==> config.mk <==
export PLATFORM = sky130hd
export DESIGN_NAME = bmwd_top
export DESIGN_NICKNAME = d
export VERILOG_FILES = /design/src/include/bmwd_pkg.sv /design/src/rtl/bmwd_top.sv /design/src/rtl/bmwd_window_cmp.sv /design/src/rtl/bmwd_upper_reg.sv
export VERILOG_INCLUDE_DIRS = /design/src /design/src/include
export SDC_FILE = /design/constraint.sdc
export NUM_CORES = 1
export LEC_CHECK = 0
export ABC_AREA = 1
export BUFFER_PORTS_ARGS = -buffer_cell sky130_fd_sc_hd__buf_2
export CAP_MARGIN = 20
export CORE_MARGIN = 2
export CORE_UTILIZATION = 45
export CTS_CLUSTER_DIAMETER = 30
export DETAILED_ROUTE_END_ITERATION = 10
export GPL_TIMING_DRIVEN = 0
export RECOVER_POWER = 100
export SLEW_MARGIN = 30
export SYNTH_ARGS = -nofsm -noshare
export SYNTH_HDL_FRONTEND = slang
export SYNTH_HIERARCHICAL = 1
export SYNTH_SLANG_ARGS = --single-unit
==> constraint.sdc <==
create_clock -name clk -period 3.5 [get_ports clk]
set_input_delay 0 -clock clk [delete_from_list [all_inputs] [get_ports clk]]
set_output_delay 0 -clock clk [all_outputs]
set_load 0.05 [all_outputs]
==> src/include/bmwd_params.svh <==
`ifndef BMWD_PARAMS_SVH
`define BMWD_PARAMS_SVH

`define BMWD_OFS_MEM_START 8'h20
`define BMWD_OFS_MEM_END 8'h22
`define BMWD_OFS_PREF_START 8'h24
`define BMWD_OFS_PREF_END 8'h26
`define BMWD_OFS_PREF_UP_START 8'h28
`define BMWD_OFS_PREF_UP_END 8'h2c

`define BMWD_FIELD_LSB 4
`define BMWD_FIELD_MSB 15
`define BMWD_MEM_RST 16'h0000
`define BMWD_PREF_RST 16'h0001
`define BMWD_UP_RST 32'h0000_0000
`define BMWD_RESERVED_FIELD_VAL 4'h0
`define BMWD_WIDE_IND 4'h1
`define BMWD_LOW_FILL 20'h00000
`define BMWD_HIGH_FILL 20'hfffff
`define BMWD_RD_LATENCY 1

`endif

==> src/include/bmwd_pkg.sv <==
package bmwd_pkg;

    typedef logic [11:0] bmwd_field_type;
    typedef logic [31:0] bmwd_word_type;
    typedef logic [63:0] bmwd_addr_type;
    typedef logic [3:0] bmwd_be_type;
    typedef logic [7:0] bmwd_cfg_addr_type;

    // byte-lane merge of a configuration write into an old dword
    function automatic bmwd_word_type bmwd_merge(
        input bmwd_word_type oldVal,
        input bmwd_word_type newVal,
        input bmwd_be_type be
    );
        bmwd_word_type res;
        res = oldVal;
        for (int i = 0; i < 4; i++) begin
            if (be[i]) begin
                res[i*8 +: 8] = newVal[i*8 +: 8];
            end
        end
        return res;
    endfunction

    function automatic logic bmwd_dword_hit(
        input bmwd_cfg_addr_type addr,
        input bmwd_cfg_addr_type ofs
    );
        return addr[7:2] == ofs[7:2];
    endfunction

endpackage

==> src/rtl/bmwd_top.sv <==
`timescale 1ns/1ps
`default_nettype none
`include "bmwd_params.svh"

// How it works
// - memory window start field, bits 15:4
// - memory window end field, low bits ones
// - memory reserved nibble reads zero, ignores writes
// - prefetch window start field, bits 15:4
// - prefetch window end field, low bits ones
// - prefetch low nibble reads one, read-only
// - prefetch start upper half at 28h
// - prefetch end upper half at 2Ch
// - memory start at 20h, resets zero
// - memory end at 22h; hits forward
// - prefetch start/end at 24h/26h, reset 0001h
module bmwd_top (
    input wire logic clk,
    input wire logic rst_b,
    input wire logic cfgWrEn,
    input wire logic cfgRdEn,
    input wire bmwd_pkg::bmwd_cfg_addr_type cfgAddr,
    input wire bmwd_pkg::bmwd_word_type cfgWrData,
    input wire bmwd_pkg::bmwd_be_type cfgByteEn,
    output bmwd_pkg::bmwd_word_type cfgRdData,
    output logic cfgRdValid,
    input wire logic txnValid,
    input wire bmwd_pkg::bmwd_addr_type txnAddr,
    output logic fwdValid,
    output logic fwdMemHit,
    output logic fwdPrefHit
);
    import bmwd_pkg::*;

    bmwd_field_type memoryWindowLowField_r;
    bmwd_field_type memoryWindowHighField_r;
    bmwd_field_type prefetchWindowLowField_r;
    bmwd_field_type prefetchWindowHighField_r;
    bmwd_word_type prefUpStart;
    bmwd_word_type prefUpEnd;
    bmwd_word_type memWord;
    bmwd_word_type prefWord;
    bmwd_word_type memWordNew;
    bmwd_word_type prefWordNew;
    bmwd_word_type rdData_nxt;
    bmwd_word_type cfgRdData_r;
    logic cfgRdValid_r;
    logic fwdValid_r;
    logic fwdMemHit_r;
    logic fwdPrefHit_r;
    bmwd_addr_type memLow;
    bmwd_addr_type memHigh;
    bmwd_addr_type prefLow;
    bmwd_addr_type prefHigh;
    logic memHit;
    logic prefHit;
    logic wrMem;
    logic wrPref;

    // reserved nibbles are rebuilt as zero on every read
    // wide addressing indicator is a constant
    assign memWord = {memoryWindowHighField_r, `BMWD_RESERVED_FIELD_VAL,
                      memoryWindowLowField_r, `BMWD_RESERVED_FIELD_VAL};
    assign prefWord = {prefetchWindowHighField_r, `BMWD_WIDE_IND,
                       prefetchWindowLowField_r, `BMWD_WIDE_IND};

    // 20h/22h and 24h/26h share one dword each; lanes pick the half
    assign wrMem = cfgWrEn && bmwd_dword_hit(cfgAddr, `BMWD_OFS_MEM_START);
    assign wrPref = cfgWrEn && bmwd_dword_hit(cfgAddr, `BMWD_OFS_PREF_START);
    assign memWordNew = bmwd_merge(memWord, cfgWrData, cfgByteEn);
    assign prefWordNew = bmwd_merge(prefWord, cfgWrData, cfgByteEn);

    always_ff @(posedge clk or negedge rst_b) begin
        if (!rst_b) begin
            memoryWindowLowField_r <= bmwd_field_type'(`BMWD_MEM_RST >> `BMWD_FIELD_LSB);
        end else if (wrMem) begin
            memoryWindowLowField_r <= memWordNew[15:4];
        end
    end

    always_ff @(posedge clk or negedge rst_b) begin
        if (!rst_b) begin
            memoryWindowHighField_r <= bmwd_field_type'(`BMWD_MEM_RST >> `BMWD_FIELD_LSB);
        end else if (wrMem) begin
            memoryWindowHighField_r <= memWordNew[31:20];
        end
    end

    always_ff @(posedge clk or negedge rst_b) begin
        if (!rst_b) begin
            prefetchWindowLowField_r <= bmwd_field_type'(`BMWD_PREF_RST >> `BMWD_FIELD_LSB);
        end else if (wrPref) begin
            prefetchWindowLowField_r <= prefWordNew[15:4];
        end
    end

    always_ff @(posedge clk or negedge rst_b) begin
        if (!rst_b) begin
            prefetchWindowHighField_r <= bmwd_field_type'(`BMWD_PREF_RST >> `BMWD_FIELD_LSB);
        end else if (wrPref) begin
            prefetchWindowHighField_r <= prefWordNew[31:20];
        end
    end

    bmwd_upper_reg #(
        .OFS(`BMWD_OFS_PREF_UP_START),
        .RST(`BMWD_UP_RST)
    ) uUpStart (
        .clk(clk),
        .rst_b(rst_b),
        .cfgWrEn(cfgWrEn),
        .cfgAddr(cfgAddr),
        .cfgWrData(cfgWrData),
        .cfgByteEn(cfgByteEn),
        .value(prefUpStart)
    );

    bmwd_upper_reg #(
        .OFS(`BMWD_OFS_PREF_UP_END),
        .RST(`BMWD_UP_RST)
    ) uUpEnd (
        .clk(clk),
        .rst_b(rst_b),
        .cfgWrEn(cfgWrEn),
        .cfgAddr(cfgAddr),
        .cfgWrData(cfgWrData),
        .cfgByteEn(cfgByteEn),
        .value(prefUpEnd)
    );

    // unmapped dwords read zero, which keeps probing software harmless
    always_comb begin
        rdData_nxt = '0;
        if (bmwd_dword_hit(cfgAddr, `BMWD_OFS_MEM_START)) begin
            rdData_nxt = memWord;
        end else if (bmwd_dword_hit(cfgAddr, `BMWD_OFS_PREF_START)) begin
            rdData_nxt = prefWord;
        end else if (bmwd_dword_hit(cfgAddr, `BMWD_OFS_PREF_UP_START)) begin
            rdData_nxt = prefUpStart;
        end else if (bmwd_dword_hit(cfgAddr, `BMWD_OFS_PREF_UP_END)) begin
            rdData_nxt = prefUpEnd;
        end
    end

    always_ff @(posedge clk or negedge rst_b) begin
        if (!rst_b) begin
            cfgRdData_r <= '0;
            cfgRdValid_r <= 1'b0;
        end else begin
            cfgRdValid_r <= cfgRdEn;
            if (cfgRdEn) begin
                cfgRdData_r <= rdData_nxt;
            end
        end
    end

    // start padded with zeros below bit 20
    // end padded with ones below bit 20
    assign memLow = {32'h0000_0000, memoryWindowLowField_r, `BMWD_LOW_FILL};
    assign memHigh = {32'h0000_0000, memoryWindowHighField_r, `BMWD_HIGH_FILL};
    assign prefLow = {prefUpStart, prefetchWindowLowField_r, `BMWD_LOW_FILL};
    assign prefHigh = {prefUpEnd, prefetchWindowHighField_r, `BMWD_HIGH_FILL};

    bmwd_window_cmp #(.W(64)) uMemCmp (
        .lowBound(memLow),
        .highBound(memHigh),
        .addr(txnAddr),
        .hit(memHit)
    );

    bmwd_window_cmp #(.W(64)) uPrefCmp (
        .lowBound(prefLow),
        .highBound(prefHigh),
        .addr(txnAddr),
        .hit(prefHit)
    );

    // forwarding decision, registered one cycle later
    always_ff @(posedge clk or negedge rst_b) begin
        if (!rst_b) begin
            fwdValid_r <= 1'b0;
            fwdMemHit_r <= 1'b0;
            fwdPrefHit_r <= 1'b0;
        end else begin
            fwdValid_r <= txnValid;
            fwdMemHit_r <= txnValid && memHit;
            fwdPrefHit_r <= txnValid && prefHit;
        end
    end

    assign cfgRdData = cfgRdData_r;
    assign cfgRdValid = cfgRdValid_r;
    assign fwdValid = fwdValid_r;
    assign fwdMemHit = fwdMemHit_r;
    assign fwdPrefHit = fwdPrefHit_r;
endmodule

`default_nettype wire

==> src/rtl/bmwd_window_cmp.sv <==
`timescale 1ns/1ps
`default_nettype none

// inclusive range check; a start above the end matches nothing
module bmwd_window_cmp #(
    parameter int W = 64
) (
    input wire logic [W-1:0] lowBound,
    input wire logic [W-1:0] highBound,
    input wire logic [W-1:0] addr,
    output logic hit
);
    assign hit = (addr >= lowBound) && (addr <= highBound);
endmodule

`default_nettype wire

==> src/rtl/bmwd_upper_reg.sv <==
`timescale 1ns/1ps
`default_nettype none

module bmwd_upper_reg
    import bmwd_pkg::*;
#(
    parameter bmwd_cfg_addr_type OFS = 8'h00,
    parameter bmwd_word_type RST = 32'h0000_0000
) (
    input wire logic clk,
    input wire logic rst_b,
    input wire logic cfgWrEn,
    input wire bmwd_pkg::bmwd_cfg_addr_type cfgAddr,
    input wire bmwd_pkg::bmwd_word_type cfgWrData,
    input wire bmwd_pkg::bmwd_be_type cfgByteEn,
    output bmwd_pkg::bmwd_word_type value
);
    bmwd_word_type value_r;

    always_ff @(posedge clk or negedge rst_b) begin
        if (!rst_b) begin
            value_r <= RST;
        end else if (cfgWrEn && bmwd_dword_hit(cfgAddr, OFS)) begin
            value_r <= bmwd_merge(value_r, cfgWrData, cfgByteEn);
        end
    end

    assign value = value_r;
endmodule

`default_nettype wire

==> impl_results.md, run 1 <==
* Post-Syn Area at around 0.014 mm^2
* Final std cells w/o fill at 2746
* Peak supply drop at between 0.2 and 0.25 mV
* Remaining antenna violation count at 0
* Placed wire-length estimate at ~35 mm
* Startpoint types: flop
* Number of DRC markers in iteration 0 at 996
* Final Slew Violations at 81
* Max Freq at 422.4 MHz
* Reg2Reg Setup Slack at ~1.1 ns
* Sw frac at a little over a third
* Avg Vias per Cell at roughly 5
* Final Hold Viols at 0
* Setup bufs post-CTS at 0
* Num ports at around 150
* CTS Buf Count at 17
* Internal at 3.287 mW
* PortBufs at 142
* Layout area overhead at 19.33%
* Die Y at 180.2 um
* DR vias at approximately 14000
* Pre-CTS setup slack at 1.284 ns
* Number of nets in the layout at 2703
* Synth unique cells at 36
* Clk_lat worst skew at 0.44 ns
* Gr usage total at between 20% and 30%
* Final setup fails at 0
* #FFs+latches synth at 148
* WP data required at between 3 and 4 ns
* RSZ-0062 raised after global routing: false
* Die area at roughly 0.032 mm^2
* PwrDens at just over 300 mW/mm^2
* Worst min-delay path category: in -> reg
* Critical Path Sink: fwdPrefHit$_DFF_PN0_
* FF-to-FF path depth at 12
* Clock share of power at between 30% and 40%
* Layout Skew at roughly 0.016 ns
* Die width at 180.2 um
* WS Path Type: reg -> reg
* Sequential area share after synthesis at 26.51%
* CTS tree: yes
* Sink Count at 148
* Synth warn at 6
* Clock Path Buffers at 2
* Setup total negative slack at 0 ns
* Final Cycle Share at 67.63%
* # DRC at 0
* Pin count of the biggest net entering global routing at 82
* Failing checks: max-capacitance violations, max-slew violations
* Final WS setup at 1.133 ns
* Vias in the first global route at 13110
* Max-cap violations at 1
* Total wire length at between 40 and 50 mm
* Core area at 0.03059 mm^2
* Dpl cells at about 2700
* Status: finished, violations left
* Crit-path max FO at 3
* CTS clk-pin slew, worst paths at 0.08 ns
* Placer Congestion at roughly 0.9
* Worst r2r src: uUpEnd/value[29]$_DFFE_PN0P_
* Row count at 64
* H-tree Lvls at 4
* Beginning of the critical path: uUpEnd/value[29]$_DFFE_PN0P_
* Initial antenna violation count at 4
* Crit path time final at 2.367 ns
* Initial Utilization at between 40 and 50%
* Slew @ Worst Pin at about 2.2 ns
* Mean routed wirelength per cell at roughly 16 um
* P_leak at 9.209 nW
* Critical path endpoint category: flop
* Share of post-route cells with drive strength above 1 at 8.820%
* First-pass GRT wire length at just under 70 mm
* Total grt overflow at 0
* Logic gate share of total power at between 20% and 30%
* Flop pwr share at 37.5%
* WP data arrival at ~2.7 ns
* Worst reg2reg path endpoint: fwdPrefHit$_DFF_PN0_
* Switching pwr at 1.867 mW
* Worst rel slew slack at -45.84%
* Root Buffer: clkbuf_16
* DRT Pass-1 Iters at 7
* Synth Instances at roughly 2000
* Avg Cell Area, Syn at 7.066 um^2
==> cell families (layout without fill, tap and decap cells) <==
group / after synthesis / after routing / share of synthesized area, %
flip-flops: 148 / 148 / 26.51
other: 2 / 147 / 0.05376
AO/OA/AOI/OAI: 190 / 190 / 7.147
AND/OR/NAND/NOR: 1000 / 1000 / 31.77
buffers and inverters: 381 / 609 / 11.59
adder cells (fa/ha/maj): 256 / 256 / 22.93
==> critical path, cell delays in order (launching register included) <==
cell,delay [ns]
dfrtp_1,0.39
inv_1,0.06
ha_1,0.29
nand4_1,0.24
nor3_1,0.30
nor3b_1,0.53
nand2_1,0.11
nand2_1,0.07
nand2_1,0.06
nand2_1,0.06
inv_1,0.04
nand2_1,0.05
inv_1,0.03
==> per-layer routing <==
| metal | global-route usage (%) | share of wire [%] | vias up |
|---|---|---|---|
| met5 | 0 | 0 | - |
| met4 | 6.065 | 1.7 | 0 |
| met3 | 4.386 | 6.6 | 44 |
| met2 | 43.79 | 46 | 411 |
| met1 | 36.82 | 46 | 6368 |
| li1 | - | - | 6967 |
==> flip-flops by register name (all words and copies together) (netlist names), 12 cells and up <==
signal and count:
uUpStart/value 32, uUpEnd/value 32, memoryWindowLowField_r 12, memoryWindowHighField_r 12, cfgRdData 32, prefetchWindowLowField_r 12, prefetchWindowHighField_r 12
==> what timing repair did <==
| item | CTS | global route |
|---|---|---|
| setup endpoints to repair | 0 | 0 |
| gates resized for setup | 0 | 0 |
| hold buffers | 52 | 0 |
| hold endpoints to repair | 218 | 0 |
==> per-stage QoR <==
| step | power (mW) | utilization, % | cell area [um^2] | hold slack, ns |
|---|---|---|---|---|
| after global routing | 5.474 | 54.50 | 16670 | 0.05399 |
| final | 5.154 | 54.50 | 16670 | 0.03493 |
| after detailed placement | 3.247 | 51.57 | 15770 | -0.1534 |
| after floorplan | 2.781 | - | 14500 | -0.2956 |
| after CTS | 5.184 | 55.24 | 16900 | 0.02792 |
| after global placement | 3.195 | 51.35 | 15710 | 0.1449 |
==> how the worst min path moves through the flow <==
stage          startpoint                     endpoint  slack (ns)  cells after the start
6_report       cfgAddr[6]  uUpEnd/value[2]$_DFFE_PN0P_        0.03                      6
3_5_place_dp        rst_b    cfgRdData[16]$_DFFE_PN0P_       -0.15                      1
2_1_floorplan       rst_b     cfgRdData[0]$_DFFE_PN0P_       -0.30                      0
3_3_place_gp     txnValid           fwdValid$_DFF_PN0_        0.14                      1
5_1_grt        cfgAddr[6]  uUpEnd/value[2]$_DFFE_PN0P_        0.05                      6
4_1_cts        cfgAddr[6]  uUpEnd/value[2]$_DFFE_PN0P_        0.03                      6
==> cell usage after synthesis <==
cell	count	area, um^2
a21o_1	4	30.03
a21oi_1	139	695.7
buf_2	20	100.1
buf_4	4	30.03
buf_6	10	112.6
buf_8	3	45.04
clkbuf_1	12	45.04
clkbuf_8	4	55.05
clkinv_1	1	3.750
conb_1	2	7.510
dfrtp_1	148	3704
ha_1	256	3203
inv_1	320	1201
inv_2	7	26.28
nand2_1	572	2147
nand2_2	10	62.56
nand2_4	2	22.52
nand3_1	183	915.9
nand3_2	8	80.08
nand3_4	4	70.07
nand4_1	50	312.8
nor2_1	139	521.8
nor2_2	2	12.51
nor2_4	5	56.30
nor2_8	4	80.08
nor3_1	10	50.05
nor3_4	2	32.53
nor3b_2	2	25.02
nor4_1	2	12.51
nor4b_1	2	17.52
o211ai_1	7	52.55
o21a_1	6	45.04
o21ai_0	32	160.2
o21bai_1	2	15.01
or2_0	2	12.51
or2_2	1	6.260
==> cells in the final DEF (no fill, tap or decap), types with 2 or more instances in the layout <==
cell / count
a21o_1: 4
a21oi_1: 139
buf_2: 123
buf_4: 4
buf_6: 6
buf_8: 3
clkbuf_1: 60
clkbuf_16: 17
clkinv_8: 4
conb_1: 144
dfrtp_1: 148
diode_2: 3
dlygate4sd3_1: 51
ha_1: 256
inv_1: 320
inv_2: 7
inv_6: 4
inv_8: 4
nand2_1: 573
nand2_2: 9
nand2_4: 2
nand3_1: 191
nand3_2: 4
nand4_1: 50
nor2_1: 139
nor2_2: 2
nor2_4: 5
nor2_8: 4
nor3_1: 10
nor3_4: 2
nor4_1: 2
nor4b_1: 2
o211ai_1: 7
o21a_1: 6
o21ai_0: 32
o21bai_1: 2
or2_0: 2
==> power by group through the flow <==
stage	clock network (mW)	logic [mW]	registers, mW
2_1_floorplan	0	0.829	1.95
3_3_place_gp	0	1.23	1.96
3_5_place_dp	0	1.29	1.96
4_1_cts	1.92	1.34	1.93
5_1_grt	1.99	1.54	1.94
6_report	1.89	1.33	1.93
==> area by class of cell <==
type                            instances  area [um^2]
Clock buffer                           17        425.4
Buffer                                 53        317.8
Antenna cell                            3        7.507
Timing Repair Buffer                  196         1209
Multi-Input combinational cell       1590         9102
Inverter                              328         1231
Clock inverter                         15        177.7
Fill cell                            3097        13920
Tap cell                              396        495.5
Sequential cell                       148         3704
Note: power is estimated with default switching activity, not from simulation.
==> run 2, diff against run 1 <==
clock period = 2.3 ns   (was 3.5 ns; I/O delays follow)
==> run 2 against run 1 <==
- the run now ends clean
- clock-buffer cell count stayed put
- utilization rose by 0.10 points
- power rose by 52%
- fmax up 7.5%
- sequential share of layout area barely moved
- cell count did not move
- sequential power is 52% higher
- non-clock buffer count did not move
- highest routed layer unchanged
==> impl_results.md, run 2 (synthesis results as in run 1) <==
* P_leak at 9.231 nW (was 9.209 nW)
* PortBufs at 142 (unchanged)
* Sw frac at 36.21% (was 36.22%)
* Max-cap violations at 0 (was 1)
* Slew @ Worst Pin at 1.212 ns (was 2.188 ns)
* # DRC at 0 (unchanged)
* Status: finished, final reports clean (was finished, violations left)
* Die width at 180.2 um (unchanged)
* Share of post-route cells with drive strength above 1 at 9.033% (was 8.820%)
* DR vias at 13770 (was 13790)
* Placed wire-length estimate at 34.93 mm (unchanged)
* RSZ-0062 raised after global routing: true (was false)
* WS Path Type: reg -> reg (unchanged)
* Final Hold Viols at 0 (unchanged)
* Worst min-delay path category: in -> reg (unchanged)
* Placer Congestion at 0.9223 (unchanged)
* Hold depth at 6 (unchanged)
* Mean routed wirelength per cell at 15.68 um (was 15.69 um)
* Commonest cells after routing, fill and taps aside: nand2_1 (573), inv_1 (319), ha_1 (255) (was nand2_1 (573), inv_1 (320), ha_1 (256))
* H-tree Lvls at 4 (unchanged)
* Core area at 0.03059 mm^2 (unchanged)
* DRT Pass-1 Iters at 5 (was 7)
* Number of nets in the layout at 2703 (unchanged)
* Final std cells w/o fill at 2746 (unchanged)
* Flop pwr share at 37.5% (about the same)
* Total wire length at 43.07 mm (about the same)
* Clock Path Buffers at 2 (unchanged)
* FF-to-FF path depth at 12 (unchanged)
* Sink Count at 148 (unchanged)
* Logic gate share of total power at 25.9% (about the same)
* Max Freq at 454.1 MHz (was 422.4 MHz)
* Gr usage total at 26.66% (unchanged)
* WP data arrival at 2.53 ns (was 2.69 ns)
* Final Slew Violations at 0 (was 81)
* CTS Buf Count at 17 (unchanged)
* WP data required at 2.63 ns (was 3.83 ns)
* Num ports at 149 (unchanged)
* Die Y at 180.2 um (unchanged)
* Switching pwr at 2.840 mW (was 1.867 mW)
* Pre-CTS setup slack at 0.08357 ns (was 1.284 ns)
* Die area at 0.03247 mm^2 (unchanged)
* Remaining antenna violation count at 0 (unchanged)
* Internal at 5.004 mW (was 3.287 mW)
* Peak supply drop at 0.3565 mV (was 0.2338 mV)
* Crit path time final at 2.202 ns (was 2.367 ns)
* CTS clk-pin slew, worst paths at 0.08 ns (about the same)
* Pin count of the biggest net entering global routing at 82 (unchanged)
* Number of DRC markers in iteration 0 at 966 (was 996)
* CTS tree: yes (unchanged)
* Startpoint types: flop (unchanged)
* Initial Utilization at 45.67% (unchanged)
* Total grt overflow at 0 (unchanged)
* First-pass GRT wire length at 68.73 mm (unchanged)
* Clock share of power at 36.6% (about the same)
* Dpl cells at 2659 (unchanged)
* Final Cycle Share at 95.75% (was 67.63%)
* Worst rel slew slack at 19.20% (was -45.84%)
* Fin Hold WS at 0.03665 ns (was 0.03493 ns)
* Initial antenna violation count at 4 (unchanged)
* Root Buffer: clkbuf_16 (unchanged)
* Fin util at 54.60% (was 54.50%)
* Setup total negative slack at 0 ns (unchanged)
* Vias in the first global route at 13110 (unchanged)
* Critical path endpoint category: flop (unchanged)
* Clk_lat worst skew at 0.44 ns (about the same)
* Avg Vias per Cell at 5.016 (was 5.022)
* Final setup fails at 0 (unchanged)
* Final WS setup at 0.09777 ns (was 1.133 ns)
* PwrDens at 469.7 mW/mm^2 (was 309.2 mW/mm^2)
* Leading cell type in the layout, fill and taps excluded: nand2_1 (unchanged)
* Row count at 64 (unchanged)
* Setup bufs post-CTS at 0 (unchanged)
* Layout fillers at 3090 (was 3097)
* Layout Skew at 0.01688 ns (was 0.01611 ns)
* Layout area overhead at 19.55% (was 19.33%)
* Crit-path max FO at 3 (unchanged)
## run 2: cell counts in the layout (fill, tap and decap cells not counted)
No cell type changed its count.
## run 2: power groups by stage
stage                     combinational, mW  sequential (mW)  clock (mW)
final                                  2.03             2.94        2.87
after floorplan                        1.26             2.97           0
after global placement                 1.88             2.98           0
after global routing                   2.35             2.96        3.02
after detailed placement               1.96             2.98           0
after CTS                              2.04             2.93        2.92
## run 2: area by class of cell
| type | count | area, um^2 | share of cell area (%) |
|---|---|---|---|
| Buffer | 53 | 317.8 | 1.903 |
| Inverter | 328 | 1231 | 7.372 |
| Sequential cell | 148 | 3704 | 22.18 |
| Clock inverter | 15 | 177.7 | 1.064 |
| Tap cell | 396 | 495.5 | 2.967 |
| Antenna cell | 3 | 7.507 | 0.04495 |
| Multi-Input combinational cell | 1590 | 9131 | 54.67 |
| Timing Repair Buffer | 196 | 1211 | 7.252 |
| Clock buffer | 17 | 425.4 | 2.547 |
## run 2: per-layer routing
layer  global-route usage (%)  routed length [um]
met1                    36.82               19660
met2                    43.79               19890
met3                    4.386                2855
met4                    6.065                 661
met5                        0                   0
## run 2: path summary, 6_finish.rpt
kind	from	end	slack, ns
max in group asynchronous	rst_b	cfgRdData[11]$_DFFE_PN0P_	0.91
min reg2reg	cfgRdData[18]$_DFFE_PN0P_	cfgRdData[18]$_DFFE_PN0P_	0.48
max	uUpEnd/value[29]$_DFFE_PN0P_	fwdPrefHit$_DFF_PN0_	0.1
min	cfgAddr[6]	uUpEnd/value[2]$_DFFE_PN0P_	0.04
max reg2reg	uUpEnd/value[29]$_DFFE_PN0P_	fwdPrefHit$_DFF_PN0_	0.1
min in group asynchronous	rst_b	cfgRdData[16]$_DFFE_PN0P_	0.48
## run 2: metrics by stage
step | instance area, um^2 | power (mW)
finish | 16700 | 7.844
floorplan | 14500 | 4.233
global placement | 15710 | 4.862
detailed placement | 15770 | 4.941
CTS | 16900 | 7.889
global route | 16700 | 8.335
## run 2: worst max-delay path, stage by stage, from the launching register on
cell	delay (ns)
dfrtp_1	0.39
inv_1	0.06
ha_1	0.29
nand4_1	0.25
nor3_1	0.35
nor3b_4	0.34
nand2_1	0.09
nand2_1	0.06
nand2_1	0.06
nand2_1	0.06
inv_1	0.04
nand2_1	0.05
inv_1	0.03
## run 2: what timing repair did
item	CTS	global route
hold buffers	52	0
endpoints found under the setup margin	0	2
gates resized for setup	0	5
endpoints found under the hold margin	218	0
